`src/rtl/ccsa_pkg.sv`:
```
package ccsa_pkg;

    localparam int CCSA_NUM_CH = 6;
    localparam int CCSA_ADDR_W = 4;

    // Register byte offsets.
    localparam logic [CCSA_ADDR_W-1:0] CCSA_OFS_RX_STATUS = 4'h0;
    localparam logic [CCSA_ADDR_W-1:0] CCSA_OFS_BUS_ERR = 4'h4;
    localparam logic [CCSA_ADDR_W-1:0] CCSA_OFS_INT_STATUS = 4'h8;
    localparam logic [CCSA_ADDR_W-1:0] CCSA_OFS_INT_MASK = 4'hc;

    // Field positions in the receive-status word.
    localparam int CCSA_RX_ACTIVE_LSB = 0;
    localparam int CCSA_RX_BUF_LSB = 8;
    localparam int CCSA_OVERRUN_LSB = 16;

    // Field positions in the bus-error-status word.
    localparam int CCSA_ERR_WARN_LSB = 0;
    localparam int CCSA_BUS_OFF_LSB = 8;

    // Reset values of the per-channel flags and of the interrupt mask.
    localparam logic [CCSA_NUM_CH-1:0] CCSA_RST_RX_ACTIVE = 6'h3f;
    localparam logic [CCSA_NUM_CH-1:0] CCSA_RST_RX_BUF = 6'h00;
    localparam logic [CCSA_NUM_CH-1:0] CCSA_RST_OVERRUN = 6'h00;
    localparam logic [31:0] CCSA_RST_INT_MASK = 32'h0000_0000;

    // AXI4-Lite response codes.
    localparam logic [1:0] CCSA_RESP_OKAY = 2'h0;
    localparam logic [1:0] CCSA_RESP_SLVERR = 2'h2;

endpackage

```
`src/rtl/ccsa_top.sv`:
```
// The address map and the AXI4-Lite slave port were left to the implementer.
`timescale 1ns/1ps
module ccsa_top
    import ccsa_pkg::*;
#(
    parameter int NUM_CH = CCSA_NUM_CH
) (
    input wire logic clock, // 40 MHz clock
    input wire logic resetn, // asynchronous reset, active low
    input wire logic [NUM_CH-1:0] overrun_flag, // data overrun per channel
    input wire logic [NUM_CH-1:0] rx_buffer_full, // receive buffer holds a message
    input wire logic [NUM_CH-1:0] rx_active, // message being received
    input wire logic [NUM_CH-1:0] bus_off_flag, // channel barred from bus
    input wire logic [NUM_CH-1:0] error_warning, // error warning limit exceeded
    input wire logic [NUM_CH-1:0] message_object_receive_mode, // reception goes to object slot
    input wire logic [CCSA_ADDR_W-1:0] s_axi_awaddr, // write address
    input wire logic s_axi_awvalid, // write address valid
    output logic s_axi_awready, // write address ready
    input wire logic [31:0] s_axi_wdata, // write data
    input wire logic [3:0] s_axi_wstrb, // write byte strobes
    input wire logic s_axi_wvalid, // write data valid
    output logic s_axi_wready, // write data ready
    output logic [1:0] s_axi_bresp, // write response
    output logic s_axi_bvalid, // write response valid
    input wire logic s_axi_bready, // write response ready
    input wire logic [CCSA_ADDR_W-1:0] s_axi_araddr, // read address
    input wire logic s_axi_arvalid, // read address valid
    output logic s_axi_arready, // read address ready
    output logic [31:0] s_axi_rdata, // read data
    output logic [1:0] s_axi_rresp, // read response
    output logic s_axi_rvalid, // read data valid
    input wire logic s_axi_rready, // read data ready
    output logic irq // interrupt, high while an unmasked event is pending
);

    ////////////////////////////////////////////////////////////////////////////////
    logic [NUM_CH-1:0] overrun_ff;
    logic [NUM_CH-1:0] rx_buf_ff;
    logic [NUM_CH-1:0] overrun_prev_ff;
    logic [NUM_CH-1:0] bus_off_prev_ff;
    logic [NUM_CH-1:0] err_warn_prev_ff;
    logic [31:0] int_status_ff;
    logic [31:0] int_mask_ff;
    logic irq_ff;
    logic awready_ff;
    logic wready_ff;
    logic bvalid_ff;
    logic [1:0] bresp_ff;
    logic arready_ff;
    logic rvalid_ff;
    logic [31:0] rdata_ff;
    logic [1:0] rresp_ff;
    logic [CCSA_ADDR_W-1:0] waddr_ff;
    logic [31:0] wdata_ff;
    logic [3:0] wstrb_ff;
    logic aw_held_ff;
    logic w_held_ff;
    logic [31:0] rx_word;
    logic [31:0] bus_err_word;
    logic [31:0] events;
    logic [31:0] byte_mask;
    logic do_write;
    logic wr_clear;
    logic wr_mask;

    ////////////////////////////////////////////////////////////////////////////////
    // Overrun and buffer flags follow the controller except during object-slot reception.
    always_ff @(posedge clock or negedge resetn) begin
        if (!resetn) begin
            overrun_ff <= CCSA_RST_OVERRUN;
            rx_buf_ff <= CCSA_RST_RX_BUF;
        end else begin
            for (int i = 0; i < NUM_CH; i++) begin
                if (!message_object_receive_mode[i]) begin
                    overrun_ff[i] <= overrun_flag[i];
                    rx_buf_ff[i] <= rx_buffer_full[i];
                end
            end
        end
    end

    // Status words; bits outside the fields stay zero.
    always_comb begin
        rx_word = 32'h0000_0000;
        rx_word[CCSA_RX_ACTIVE_LSB +: NUM_CH] = rx_active;
        rx_word[CCSA_RX_BUF_LSB +: NUM_CH] = rx_buf_ff;
        rx_word[CCSA_OVERRUN_LSB +: NUM_CH] = overrun_ff;
        bus_err_word = 32'h0000_0000;
        bus_err_word[CCSA_ERR_WARN_LSB +: NUM_CH] = error_warning;
        bus_err_word[CCSA_BUS_OFF_LSB +: NUM_CH] = bus_off_flag;
    end

    ////////////////////////////////////////////////////////////////////////////////
    // Rising edges of overrun, bus-off and error-warning raise interrupt events.
    always_ff @(posedge clock or negedge resetn) begin
        if (!resetn) begin
            overrun_prev_ff <= CCSA_RST_OVERRUN;
            bus_off_prev_ff <= '0;
            err_warn_prev_ff <= '0;
        end else begin
            overrun_prev_ff <= overrun_ff;
            bus_off_prev_ff <= bus_off_flag;
            err_warn_prev_ff <= error_warning;
        end
    end

    always_comb begin
        events = 32'h0000_0000;
        events[CCSA_OVERRUN_LSB +: NUM_CH] = overrun_ff & ~overrun_prev_ff;
        events[CCSA_BUS_OFF_LSB +: NUM_CH] = bus_off_flag & ~bus_off_prev_ff;
        events[CCSA_ERR_WARN_LSB +: NUM_CH] = error_warning & ~err_warn_prev_ff;
    end

    assign byte_mask = {{8{wstrb_ff[3]}}, {8{wstrb_ff[2]}}, {8{wstrb_ff[1]}}, {8{wstrb_ff[0]}}};
    assign do_write = aw_held_ff && w_held_ff && !bvalid_ff;
    assign wr_clear = do_write && (waddr_ff == CCSA_OFS_INT_STATUS);
    assign wr_mask = do_write && (waddr_ff == CCSA_OFS_INT_MASK);

    // A new event wins over a write-one-to-clear in the same cycle.
    always_ff @(posedge clock or negedge resetn) begin
        if (!resetn) begin
            int_status_ff <= 32'h0000_0000;
        end else if (wr_clear) begin
            int_status_ff <= (int_status_ff & ~(wdata_ff & byte_mask)) | events;
        end else begin
            int_status_ff <= int_status_ff | events;
        end
    end

    always_ff @(posedge clock or negedge resetn) begin
        if (!resetn) begin
            int_mask_ff <= CCSA_RST_INT_MASK;
        end else if (wr_mask) begin
            int_mask_ff <= (int_mask_ff & ~byte_mask) | (wdata_ff & byte_mask);
        end
    end

    always_ff @(posedge clock or negedge resetn) begin
        if (!resetn) begin
            irq_ff <= 1'b0;
        end else begin
            irq_ff <= |(int_status_ff & int_mask_ff);
        end
    end

    ////////////////////////////////////////////////////////////////////////////////
    // Write address and data are taken independently and held until the response.
    always_ff @(posedge clock or negedge resetn) begin
        if (!resetn) begin
            awready_ff <= 1'b1;
            aw_held_ff <= 1'b0;
            waddr_ff <= '0;
        end else if (s_axi_awvalid && awready_ff) begin
            awready_ff <= 1'b0;
            aw_held_ff <= 1'b1;
            waddr_ff <= s_axi_awaddr;
        end else if (bvalid_ff && s_axi_bready) begin
            awready_ff <= 1'b1;
            aw_held_ff <= 1'b0;
        end
    end

    always_ff @(posedge clock or negedge resetn) begin
        if (!resetn) begin
            wready_ff <= 1'b1;
            w_held_ff <= 1'b0;
            wdata_ff <= 32'h0000_0000;
            wstrb_ff <= 4'h0;
        end else if (s_axi_wvalid && wready_ff) begin
            wready_ff <= 1'b0;
            w_held_ff <= 1'b1;
            wdata_ff <= s_axi_wdata;
            wstrb_ff <= s_axi_wstrb;
        end else if (bvalid_ff && s_axi_bready) begin
            wready_ff <= 1'b1;
            w_held_ff <= 1'b0;
        end
    end

    // Writes to the status words are accepted and dropped.
    always_ff @(posedge clock or negedge resetn) begin
        if (!resetn) begin
            bvalid_ff <= 1'b0;
            bresp_ff <= CCSA_RESP_OKAY;
        end else if (do_write) begin
            bvalid_ff <= 1'b1;
            unique case (waddr_ff)
                CCSA_OFS_RX_STATUS: bresp_ff <= CCSA_RESP_OKAY;
                CCSA_OFS_BUS_ERR: bresp_ff <= CCSA_RESP_OKAY;
                CCSA_OFS_INT_STATUS: bresp_ff <= CCSA_RESP_OKAY;
                CCSA_OFS_INT_MASK: bresp_ff <= CCSA_RESP_OKAY;
                default: bresp_ff <= CCSA_RESP_SLVERR;
            endcase
        end else if (bvalid_ff && s_axi_bready) begin
            bvalid_ff <= 1'b0;
        end
    end

    ////////////////////////////////////////////////////////////////////////////////
    // Read data is captured in the cycle the address is accepted.
    always_ff @(posedge clock or negedge resetn) begin
        if (!resetn) begin
            arready_ff <= 1'b1;
            rvalid_ff <= 1'b0;
            rdata_ff <= 32'h0000_0000;
            rresp_ff <= CCSA_RESP_OKAY;
        end else if (s_axi_arvalid && arready_ff) begin
            arready_ff <= 1'b0;
            rvalid_ff <= 1'b1;
            rresp_ff <= CCSA_RESP_OKAY;
            unique case (s_axi_araddr)
                CCSA_OFS_RX_STATUS: rdata_ff <= rx_word;
                CCSA_OFS_BUS_ERR: rdata_ff <= bus_err_word;
                CCSA_OFS_INT_STATUS: rdata_ff <= int_status_ff;
                CCSA_OFS_INT_MASK: rdata_ff <= int_mask_ff;
                default: begin
                    rdata_ff <= 32'h0000_0000;
                    rresp_ff <= CCSA_RESP_SLVERR;
                end
            endcase
        end else if (rvalid_ff && s_axi_rready) begin
            rvalid_ff <= 1'b0;
            arready_ff <= 1'b1;
        end
    end

    assign s_axi_awready = awready_ff;
    assign s_axi_wready = wready_ff;
    assign s_axi_bvalid = bvalid_ff;
    assign s_axi_bresp = bresp_ff;
    assign s_axi_arready = arready_ff;
    assign s_axi_rvalid = rvalid_ff;
    assign s_axi_rdata = rdata_ff;
    assign s_axi_rresp = rresp_ff;
    assign irq = irq_ff;

endmodule

```
`config.mk`:
```
export PLATFORM = sky130hd
export DESIGN_NAME = ccsa_top
export DESIGN_NICKNAME = d
export VERILOG_FILES = /design/src/rtl/ccsa_pkg.sv /design/src/rtl/ccsa_top.sv
export SDC_FILE = /design/constraint.sdc
export NUM_CORES = 1
export LEC_CHECK = 0
export BUFFER_PORTS_ARGS = -buffer_cell sky130_fd_sc_hd__buf_2
export CELL_PAD_IN_SITES_DETAIL_PLACEMENT = 0
export CELL_PAD_IN_SITES_GLOBAL_PLACEMENT = 1
export CORE_MARGIN = 2
export CORE_UTILIZATION = 35
export CTS_CLUSTER_SIZE = 25
export DETAILED_ROUTE_END_ITERATION = 16
export PLACE_DENSITY = 0.63
export SLEW_MARGIN = 10
export SYNTH_ARGS = -nofsm -noshare
export SYNTH_HDL_FRONTEND = slang
export SYNTH_SLANG_ARGS = --single-unit
```
`constraint.sdc`:
```
create_clock -name clock -period 4.8 [get_ports clock]
set_clock_uncertainty 0.2 [all_clocks]
set_input_delay 0.96 -clock clock [delete_from_list [all_inputs] [get_ports clock]]
set_output_delay 0.96 -clock clock [all_outputs]
set_load 0.03 [all_outputs]
```
==> qor.log, run 1 <==
[detailed_routing] post-detailed-routing wire length 18100 um
[detailed_routing] Antenna Violating Nets Remaining 0
[sta] maximum clock frequency 355 MHz
[cts] PostCTS Resize Cnt 0
[synth] per-instance average area after synthesis 13.6 sq um
[layout] share of final-layout standard cells stronger than drive strength 1 0.394
[power] P per Cell Area 481 nW/um^2
[detailed_routing] drc violations 0
[synth] Syn Inst Count 533
[layout] highest-count cells in the layout ignoring fill and taps 173 x sky130_fd_sc_hd__dfrtp_1, 125 x sky130_fd_sc_hd__buf_2, 90 x sky130_fd_sc_hd__mux2_2
[power] combinational share of power 0.183
[synth] number of distinct library cell variants in the gate-level netlist after synthesis 35
[status] result of the run finished clean
[global_route] grt ovf 0
[synth] yosys synthesis warning count 0
[sta] Fin. Hold Viols 0
[power] highest ir drop seen on vdd 0.000245 V
[placed_design] DP Wirelength 12700 um
[synth] post-synthesis instance area 7240 sq um
[synth] post-synth top area cell sky130_fd_sc_hd__dfrtp_1
[sta] Worst Max-Slew Pin Slew 1.12 ns
[cts] count of buffers added by post-CTS timing repair for setup 0
[synth] Post-Synth XOR/XNOR Area 0
[sta] Finish-stage setup viols 0
[flow_run] max-cap check violation count 0
[cts] maximum level of the CTS H-tree 4
[floorplan] Die Height 148 um
[placed_design] Setup WS pre-CTS 1.68 ns
[detailed_routing] number of iterations in the first detailed-routing pass 4
[sta] total count of max-transition violations in the final report 0
[floorplan] number of rows created at floorplan 52
[synth] flops & latches, synth 176
[setup_path] family with the most delay on the worst path simple AND/OR/NAND/NOR gates
[layout] utilization after layout 0.431
[global_route] maximum number of pins on one net before global-route repair 102
[synth] largest family of logic cells by synthesized area multiplexers
[power] Design Power 0.00420 W
[setup_path] endpoint required time on the critical path 4.94 ns
[setup_path] Critical Path End Type flop
[setup_path] crit-path cells buf_2 > nor4bb_1 > a22oi_1 > o21ai_0
[floorplan] boundary pin count 129
[cts] total CTS buffers 17
[detailed_routing] mean number of vias per cell 5.06
[cts] source-to-sink clock delay at the later pin of the worst-skew pair 0.43 ns
[synth] top-area cell type share of the netlist area 0.598
[floorplan] area of the die 21800 sq um
[synth] proportion of synthesized chip area in sequential cells 0.609
[power] Int Power 0.00297 W
[setup_path] Critical Setup Path Class in2reg
[power] relative contribution of the clock network to total power 0.327
[global_route] number of antenna violations at the first check in global routing 0
[power] register share of total power 0.490
[layout] area added between synthesis and finish 20.6%
[cts] Max Buffers Root-to-Sink 2
[floorplan] core area 20200 sq um
[sta] post-route clock period utilization 0.586
[synth] synthesized-area fraction occupied by ao, oa, aoi and oai cells 0.105
[sta] Max-slew headroom 0.245
[sta] setup_tns 0 ns
[layout] antenna fix cells 0
[setup_path] highest cell delay on the worst timing path 1.03 ns
[cts] number of clock sinks 176
[setup_path] biggest fanout along the worst timing path 22
[layout] nets 749
[synth] primary flip-flop cell chosen by synthesis mapping sky130_fd_sc_hd__dfrtp_1
[min_path] type of the worst min-delay path reg2reg
[synth] number of synthesized flops with an enable pin 0
[power] switching power 0.00123 W
[synth] post-synthesis share of cell area spent on and, or, nand and nor gates 0.0600
[placed_design] count of input and output buffers 126
[synth] Area contributors post-synth sky130_fd_sc_hd__dfrtp_1 60%, sky130_fd_sc_hd__mux2_2 14%, sky130_fd_sc_hd__mux2i_1 5.7%
[sta] shortest clock period the worst path allows after layout 2.81 ns
[synth] Synth async-reset ratio 1.00
[floorplan] initial core utilization 0.358
[power] share of total power consumed by net switching 0.294
[cts] CTS root buf sky130_fd_sc_hd__clkbuf_16
[setup_path] startpoint type of the worst setup path input pin
[placed_design] placer's final routability congestion estimate 0.761
[sta] setup repair after global routing missed its margin no
[setup_path] buffering stage count on the worst path with inverters included 1
[detailed_routing] number of DRC markers after the initial detailed-route iteration 281
[synth] Adder-Cell Fraction of Synth Area 0
[layout] sequential cell area 4410 sq um
[layout] most common cell after layout, fill and taps aside sky130_fd_sc_hd__dfrtp_1
[cts] CTS clock-pin slew for the worst setup and hold paths 0.07 ns
[cts] TritonCTS clock tree done
[detailed_routing] total number of vias 4780
[power] Leakage Power 4.16 nW
[global_route] via count of the first global-routing pass 4942
[layout] Fill cells 1890
[setup_path] crit path max-delay cell type sky130_fd_sc_hd__nor4bb_1
[layout] multi-input combinational cell area 2630 sq um
[detailed_routing] wire length per cell after detailed routing 19.2 um
[synth] mux contribution to synthesized area 0.197
[global_route] Tot GR Track Use 0.171
[setup_path] endpoint arrival time on the critical path 2.95 ns
[cts] CTS Hold Bufs 0
[global_route] global-route wire length before repair 28200 um
[floorplan] die width 148 um
[sta] Final WS setup 1.99 ns
==> cell usage after synthesis, types with 2 or more instances <==
cell and instances:
sky130_fd_sc_hd__dfrtp_1 173, sky130_fd_sc_hd__mux2_2 90, sky130_fd_sc_hd__mux2i_1 41, sky130_fd_sc_hd__nand2_1 30, sky130_fd_sc_hd__inv_1 26, sky130_fd_sc_hd__a22oi_1 22, sky130_fd_sc_hd__nor2b_1 19, sky130_fd_sc_hd__a221o_1 18
sky130_fd_sc_hd__clkbuf_1 13, sky130_fd_sc_hd__o21ai_0 13, sky130_fd_sc_hd__a22o_1 12, sky130_fd_sc_hd__o22ai_1 12, sky130_fd_sc_hd__a21boi_0 8, sky130_fd_sc_hd__o21ai_1 8, sky130_fd_sc_hd__nand4_1 7, sky130_fd_sc_hd__o21a_1 6
sky130_fd_sc_hd__buf_2 5, sky130_fd_sc_hd__nand4_2 4, sky130_fd_sc_hd__nor2_1 4, sky130_fd_sc_hd__dfstp_2 3, sky130_fd_sc_hd__buf_4 2, sky130_fd_sc_hd__buf_6 2, sky130_fd_sc_hd__o21ai_2 2, sky130_fd_sc_hd__or2_2 2
==> power by group through the flow <==
stage / clock (W) / sequential, W / combinational [W]
6_report: 0.00137 / 0.00206 / 0.000769
5_1_grt: 0.00146 / 0.00211 / 0.000845
4_1_cts: 0.00140 / 0.00206 / 0.000783
3_5_place_dp: 0 / 0.00209 / 0.000779
3_3_place_gp: 0 / 0.00207 / 0.000755
2_1_floorplan: 0 / 0.00206 / 0.000506
==> routing by layer <==
metal  GRT usage  part of all wire  vias to the layer above
met5           0                 0                        -
met1       0.244              0.48                     2437
li1            -                 -                     2206
met2       0.262              0.46                      129
met4      0.0423            0.0080                        0
met3      0.0429             0.049                        8
==> logic make-up (layout without fill, tap and decap cells) <==
logic type / Yosys count / count (layout)
compound gates: 102 / 102
buf+inv: 48 / 189
flops: 176 / 176
mux: 131 / 131
other cells: 1 / 2
simple gates: 75 / 75
==> path summary, 6_finish.rpt <==
check / startpoint / end / slack [ns] / cells past startpoint
min in group asynchronous: resetn / overrun_ff[0] / 0.46 / 1
min: overrun_ff[3] / overrun_prev_ff[3] / 0.25 / 0
max reg2reg: s_axi_arready / s_axi_rdata[0] / 2.41 / 3
max: s_axi_araddr[2] / s_axi_rdata[20] / 1.99 / 4
min reg2reg: overrun_ff[3] / overrun_prev_ff[3] / 0.25 / 0
max in group asynchronous: resetn / async pin / 3.00 / 2
==> final cells by class <==
cell class	count	share of cell area
clock inverters	12	0.0156
clock buffers	20	0.0512
multi-input cells	310	0.301
flip-flops and latches	176	0.505
well taps	270	0.0387
inverters	26	0.0112
repair buffers	131	0.0773
==> stage by stage <==
step	instances	hold slack, ns	instance area, sq um
6_report	945	0.246	8730
3_5_place_dp	913	0.227	8140
5_1_grt	945	0.270	8730
2_1_floorplan	534	0.186	7240
4_1_cts	945	0.241	8730
3_3_place_gp	913	0.222	8140
Power figures use the tool's default switching activity.
==> inputs of run 2 (changes only) <==
--- a/config.mk
+++ b/config.mk
@@ -5,6 +5,7 @@
 export SDC_FILE = /design/constraint.sdc
 export NUM_CORES = 1
 export LEC_CHECK = 0
+export ABC_AREA = 1
 export BUFFER_PORTS_ARGS = -buffer_cell sky130_fd_sc_hd__buf_2
 export CELL_PAD_IN_SITES_DETAIL_PLACEMENT = 0
 export CELL_PAD_IN_SITES_GLOBAL_PLACEMENT = 1
@@ -12,7 +13,7 @@
 export CORE_UTILIZATION = 35
 export CTS_CLUSTER_SIZE = 25
 export DETAILED_ROUTE_END_ITERATION = 16
-export PLACE_DENSITY = 0.63
+export PLACE_DENSITY = 0.68
 export SLEW_MARGIN = 10
 export SYNTH_ARGS = -nofsm -noshare
 export SYNTH_HDL_FRONTEND = slang
==> constraint.sdc (replaced) <==
create_clock -name clock -period 2.9 [get_ports clock]
set_clock_uncertainty 0.2 [all_clocks]
set_input_delay 0.58 -clock clock [delete_from_list [all_inputs] [get_ports clock]]
set_output_delay 0.58 -clock clock [all_outputs]
set_load 0.03 [all_outputs]
==> qor.log, run 2 <==
[detailed_routing] mean number of vias per cell 4.76 [-6.0%]
[placed_design] DP Wirelength 14300 um [+13%]
[power] Leakage Power 4.82 nW [+16%]
[setup_path] crit-path cells nor3_4 > nand3_1 > o21ai_0
[floorplan] boundary pin count 129 [unchanged]
[detailed_routing] drc violations 0 [unchanged]
[cts] source-to-sink clock delay at the later pin of the worst-skew pair 0.43 ns [about the same]
[setup_path] reg2reg path depth 3 [unchanged]
[setup_path] endpoint arrival time on the critical path 2.48 ns [-0.47 ns]
[detailed_routing] number of DRC markers after the initial detailed-route iteration 257 [-8.5%]
[synth] synthesized-area fraction occupied by ao, oa, aoi and oai cells 0.0939 [-0.0108]
[synth] number of distinct library cell variants in the gate-level netlist after synthesis 19 [-46%]
[synth] post-synth top area cell sky130_fd_sc_hd__dfrtp_1
[synth] Adder-Cell Fraction of Synth Area 0 [unchanged]
[synth] yosys synthesis warning count 0 [unchanged]
[synth] Syn Inst Count 938 [+76%]
[power] highest ir drop seen on vdd 0.000321 V [+31%]
[floorplan] Die Height 152 um [+3.0%]
[synth] post-synthesis share of cell area spent on and, or, nand and nor gates 0.256 [+0.196]
[placed_design] placer's final routability congestion estimate 0.778 [+2.1%]
[floorplan] initial core utilization 0.354 [-0.00332]
[floorplan] die width 152 um [+3.0%]
[detailed_routing] total number of vias 6439 [+35%]
[min_path] type of the worst min-delay path in2reg
[global_route] grt ovf 0 [unchanged]
[setup_path] Critical Path End Type flop
[synth] proportion of synthesized chip area in sequential cells 0.574 [-0.0355]
[layout] antenna fix cells 0 [unchanged]
[layout] number of standard cells in the layout, taps in and fillers out 1354 [+43%]
[placed_design] # placed instances 1321 [+45%]
[floorplan] number of rows created at floorplan 54 [+3.8%]
[layout] share of final-layout standard cells stronger than drive strength 1 0.181 [-0.213]
[detailed_routing] wire length per cell after detailed routing 15.9 um [-17%]
[setup_path] Critical Setup Path Class reg2reg
[setup_path] biggest fanout along the worst timing path 16 [-27%]
[setup_path] flop2flop setup slack 0.54 ns [-1.87 ns]
[detailed_routing] Antenna Violating Nets Remaining 0 [unchanged]
[min_path] Min-Delay Startpoint bus_off_flag[0]
[synth] Post-Synth XOR/XNOR Area 0 [unchanged]
[layout] area added between synthesis and finish 20.5% [about the same]
[power] P per Cell Area 848 nW/um^2 [+76%]
[sta] shortest clock period the worst path allows after layout 2.36 ns
[floorplan] core area 21700 sq um [+7.2%]
[sta] Worst Max-Slew Pin Slew 0.732 ns [-0.385 ns]
[synth] per-instance average area after synthesis 8.19 sq um [-40%]
[setup_path] crit path max-delay cell type sky130_fd_sc_hd__nand3_1
[synth] Area contributors post-synth sky130_fd_sc_hd__dfrtp_1 56%, sky130_fd_sc_hd__nand2_1 14%, sky130_fd_sc_hd__o21ai_0 6.6%
[layout] most common cell after layout, fill and taps aside sky130_fd_sc_hd__nand2_1
[sta] maximum clock frequency 424 MHz
[cts] CTS root buf sky130_fd_sc_hd__clkbuf_16
[synth] Synth async-reset ratio 1.00 [unchanged]
[synth] post-synthesis instance area 7680 sq um [+6.2%]
[sta] post-route clock period utilization 0.813
[global_route] via count of the first global-routing pass 6518 [+32%]
[cts] PostCTS Resize Cnt 0 [unchanged]
[sta] setup_tns 0 ns [unchanged]
[setup_path] buffering stage count on the worst path with inverters included 0 [-1]
[cts] TritonCTS clock tree done
[setup_path] family with the most delay on the worst path simple AND/OR/NAND/NOR gates
[min_path] number of cells on the worst hold path 1 [+1]
[cts] number of clock sinks 176 [unchanged]
[setup_path] highest cell delay on the worst timing path 0.61 ns [-0.42 ns]
[global_route] maximum number of pins on one net before global-route repair 62 [-39%]
[power] Design Power 0.00785 W [+87%]
[flow_run] max-cap check violation count 0 [unchanged]
[detailed_routing] post-detailed-routing wire length 21600 um [+19%]
[sta] Max-slew headroom 0.510 [+0.265]
[cts] CTS clock-pin slew for the worst setup and hold paths 0.07 ns [about the same]
[cts] maximum level of the CTS H-tree 4 [unchanged]
[setup_path] endpoint required time on the critical path 3.02 ns [-1.92 ns]
[placed_design] Setup WS pre-CTS 0.594 ns [-1.08 ns]
[cts] Max Buffers Root-to-Sink 2 [unchanged]
[sta] setup repair after global routing missed its margin no
[sta] Final WS setup 0.542 ns [-1.44 ns]
[sta] total count of max-transition violations in the final report 0 [unchanged]
[layout] highest-count cells in the layout ignoring fill and taps 288 x sky130_fd_sc_hd__nand2_1, 173 x sky130_fd_sc_hd__dfrtp_1, 125 x sky130_fd_sc_hd__buf_2
[synth] primary flip-flop cell chosen by synthesis mapping sky130_fd_sc_hd__dfrtp_1
[synth] leading cell type by number of instances after synthesis sky130_fd_sc_hd__nand2_1
[synth] flops & latches, synth 176 [unchanged]
[synth] most common library cells after synthesis 289 x sky130_fd_sc_hd__nand2_1, 173 x sky130_fd_sc_hd__dfrtp_1, 102 x sky130_fd_sc_hd__nor2_1
[cts] total CTS buffers 17 [unchanged]
[setup_path] worst flop-to-flop path startpoint s_axi_bvalid
[synth] mux contribution to synthesized area 0.0161 [-0.181]
[global_route] global-route wire length before repair 35400 um [+26%]
[layout] utilization after layout 0.427 [-0.00416]
[synth] top-area cell type share of the netlist area 0.563 [-0.0349]
[global_route] number of antenna violations at the first check in global routing 0 [unchanged]
[detailed_routing] number of iterations in the first detailed-routing pass 4 [unchanged]
[min_path] hold path endpoint bus_off_prev_ff[0]
[setup_path] startpoint type of the worst setup path flop
[floorplan] area of the die 23200 sq um [+6.0%]
[sta] Fin. Hold Viols 0 [unchanged]
[placed_design] count of input and output buffers 126 [unchanged]
[synth] largest family of logic cells by synthesized area simple AND/OR/NAND/NOR gates
[sta] Finish-stage setup viols 0 [unchanged]
[synth] number of synthesized flops with an enable pin 0 [unchanged]
[global_route] Tot GR Track Use 0.194 [+0.0237]
[status] result of the run finished clean
[layout] nets 1148 [+53%]
[run 2: power breakdown]
part / internal [W] / leakage (nW) / switching (W)
Sequential: 0.00307 / 2.13 / 0.000493
Combinational: 0.000663 / 2.43 / 0.00138
Clock: 0.00124 / 0.266 / 0.00101
Total: 0.00497 / 4.82 / 0.00289
[run 2: worst max path at each step]
stage / slack (ns) / end / cells past startpoint / from
after detailed placement: 0.59 / flop / 3 / s_axi_bvalid
after CTS: 0.48 / flop / 3 / s_axi_bvalid
after global placement: 0.72 / flop / 3 / s_axi_bvalid
after global routing: 0.36 / flop / 3 / s_axi_bvalid
final: 0.54 / flop / 3 / s_axi_bvalid
after floorplan: 1.13 / w_held_ff / 4 / s_axi_wvalid
[run 2: layer usage]
layer / global-route usage / routed length, um / vias up / part of all wire
met3: 0.0336 / 790 / 19 / 0.037
met4: 0.0579 / 337 / 0 / 0.016
met1: 0.266 / 10300 / 3063 / 0.48
met5: 0 / 0 / - / 0
li1: - / - / 3238 / -
met2: 0.318 / 10100 / 119 / 0.47
[run 2: area by class of cell]
| class | instances | area [sq um] |
|---|---|---|
| fillers | 2259 | 12400 |
| flip-flops and latches | 176 | 4410 |
| multi-input cells | 642 | 2830 |
| repair buffers | 145 | 807 |
| clock buffers | 21 | 460 |
| well taps | 280 | 350 |
| inverters | 79 | 297 |
| clock inverters | 11 | 109 |
[run 2: what timing repair did]
item,in CTS,in global routing
hold buffers,1,0
endpoints found under the hold margin,38,0
buffers inserted,0,0
[run 2: cell families (layout without fill, tap and decap cells)]
logic type,after synthesis,in the layout
other cells,1,2
buf+inv,121,256
mux,11,11
flops,176,176
simple gates,485,485
compound gates,144,144
[run 2: through the flow]
step / hold WS [ns] / area (sq um)
after floorplan: 0.0844 / 7690
after global placement: 0.182 / 8680
after detailed placement: 0.190 / 8680
after CTS: 0.0643 / 9260
after global routing: 0.0672 / 9260
final: 0.0757 / 9260
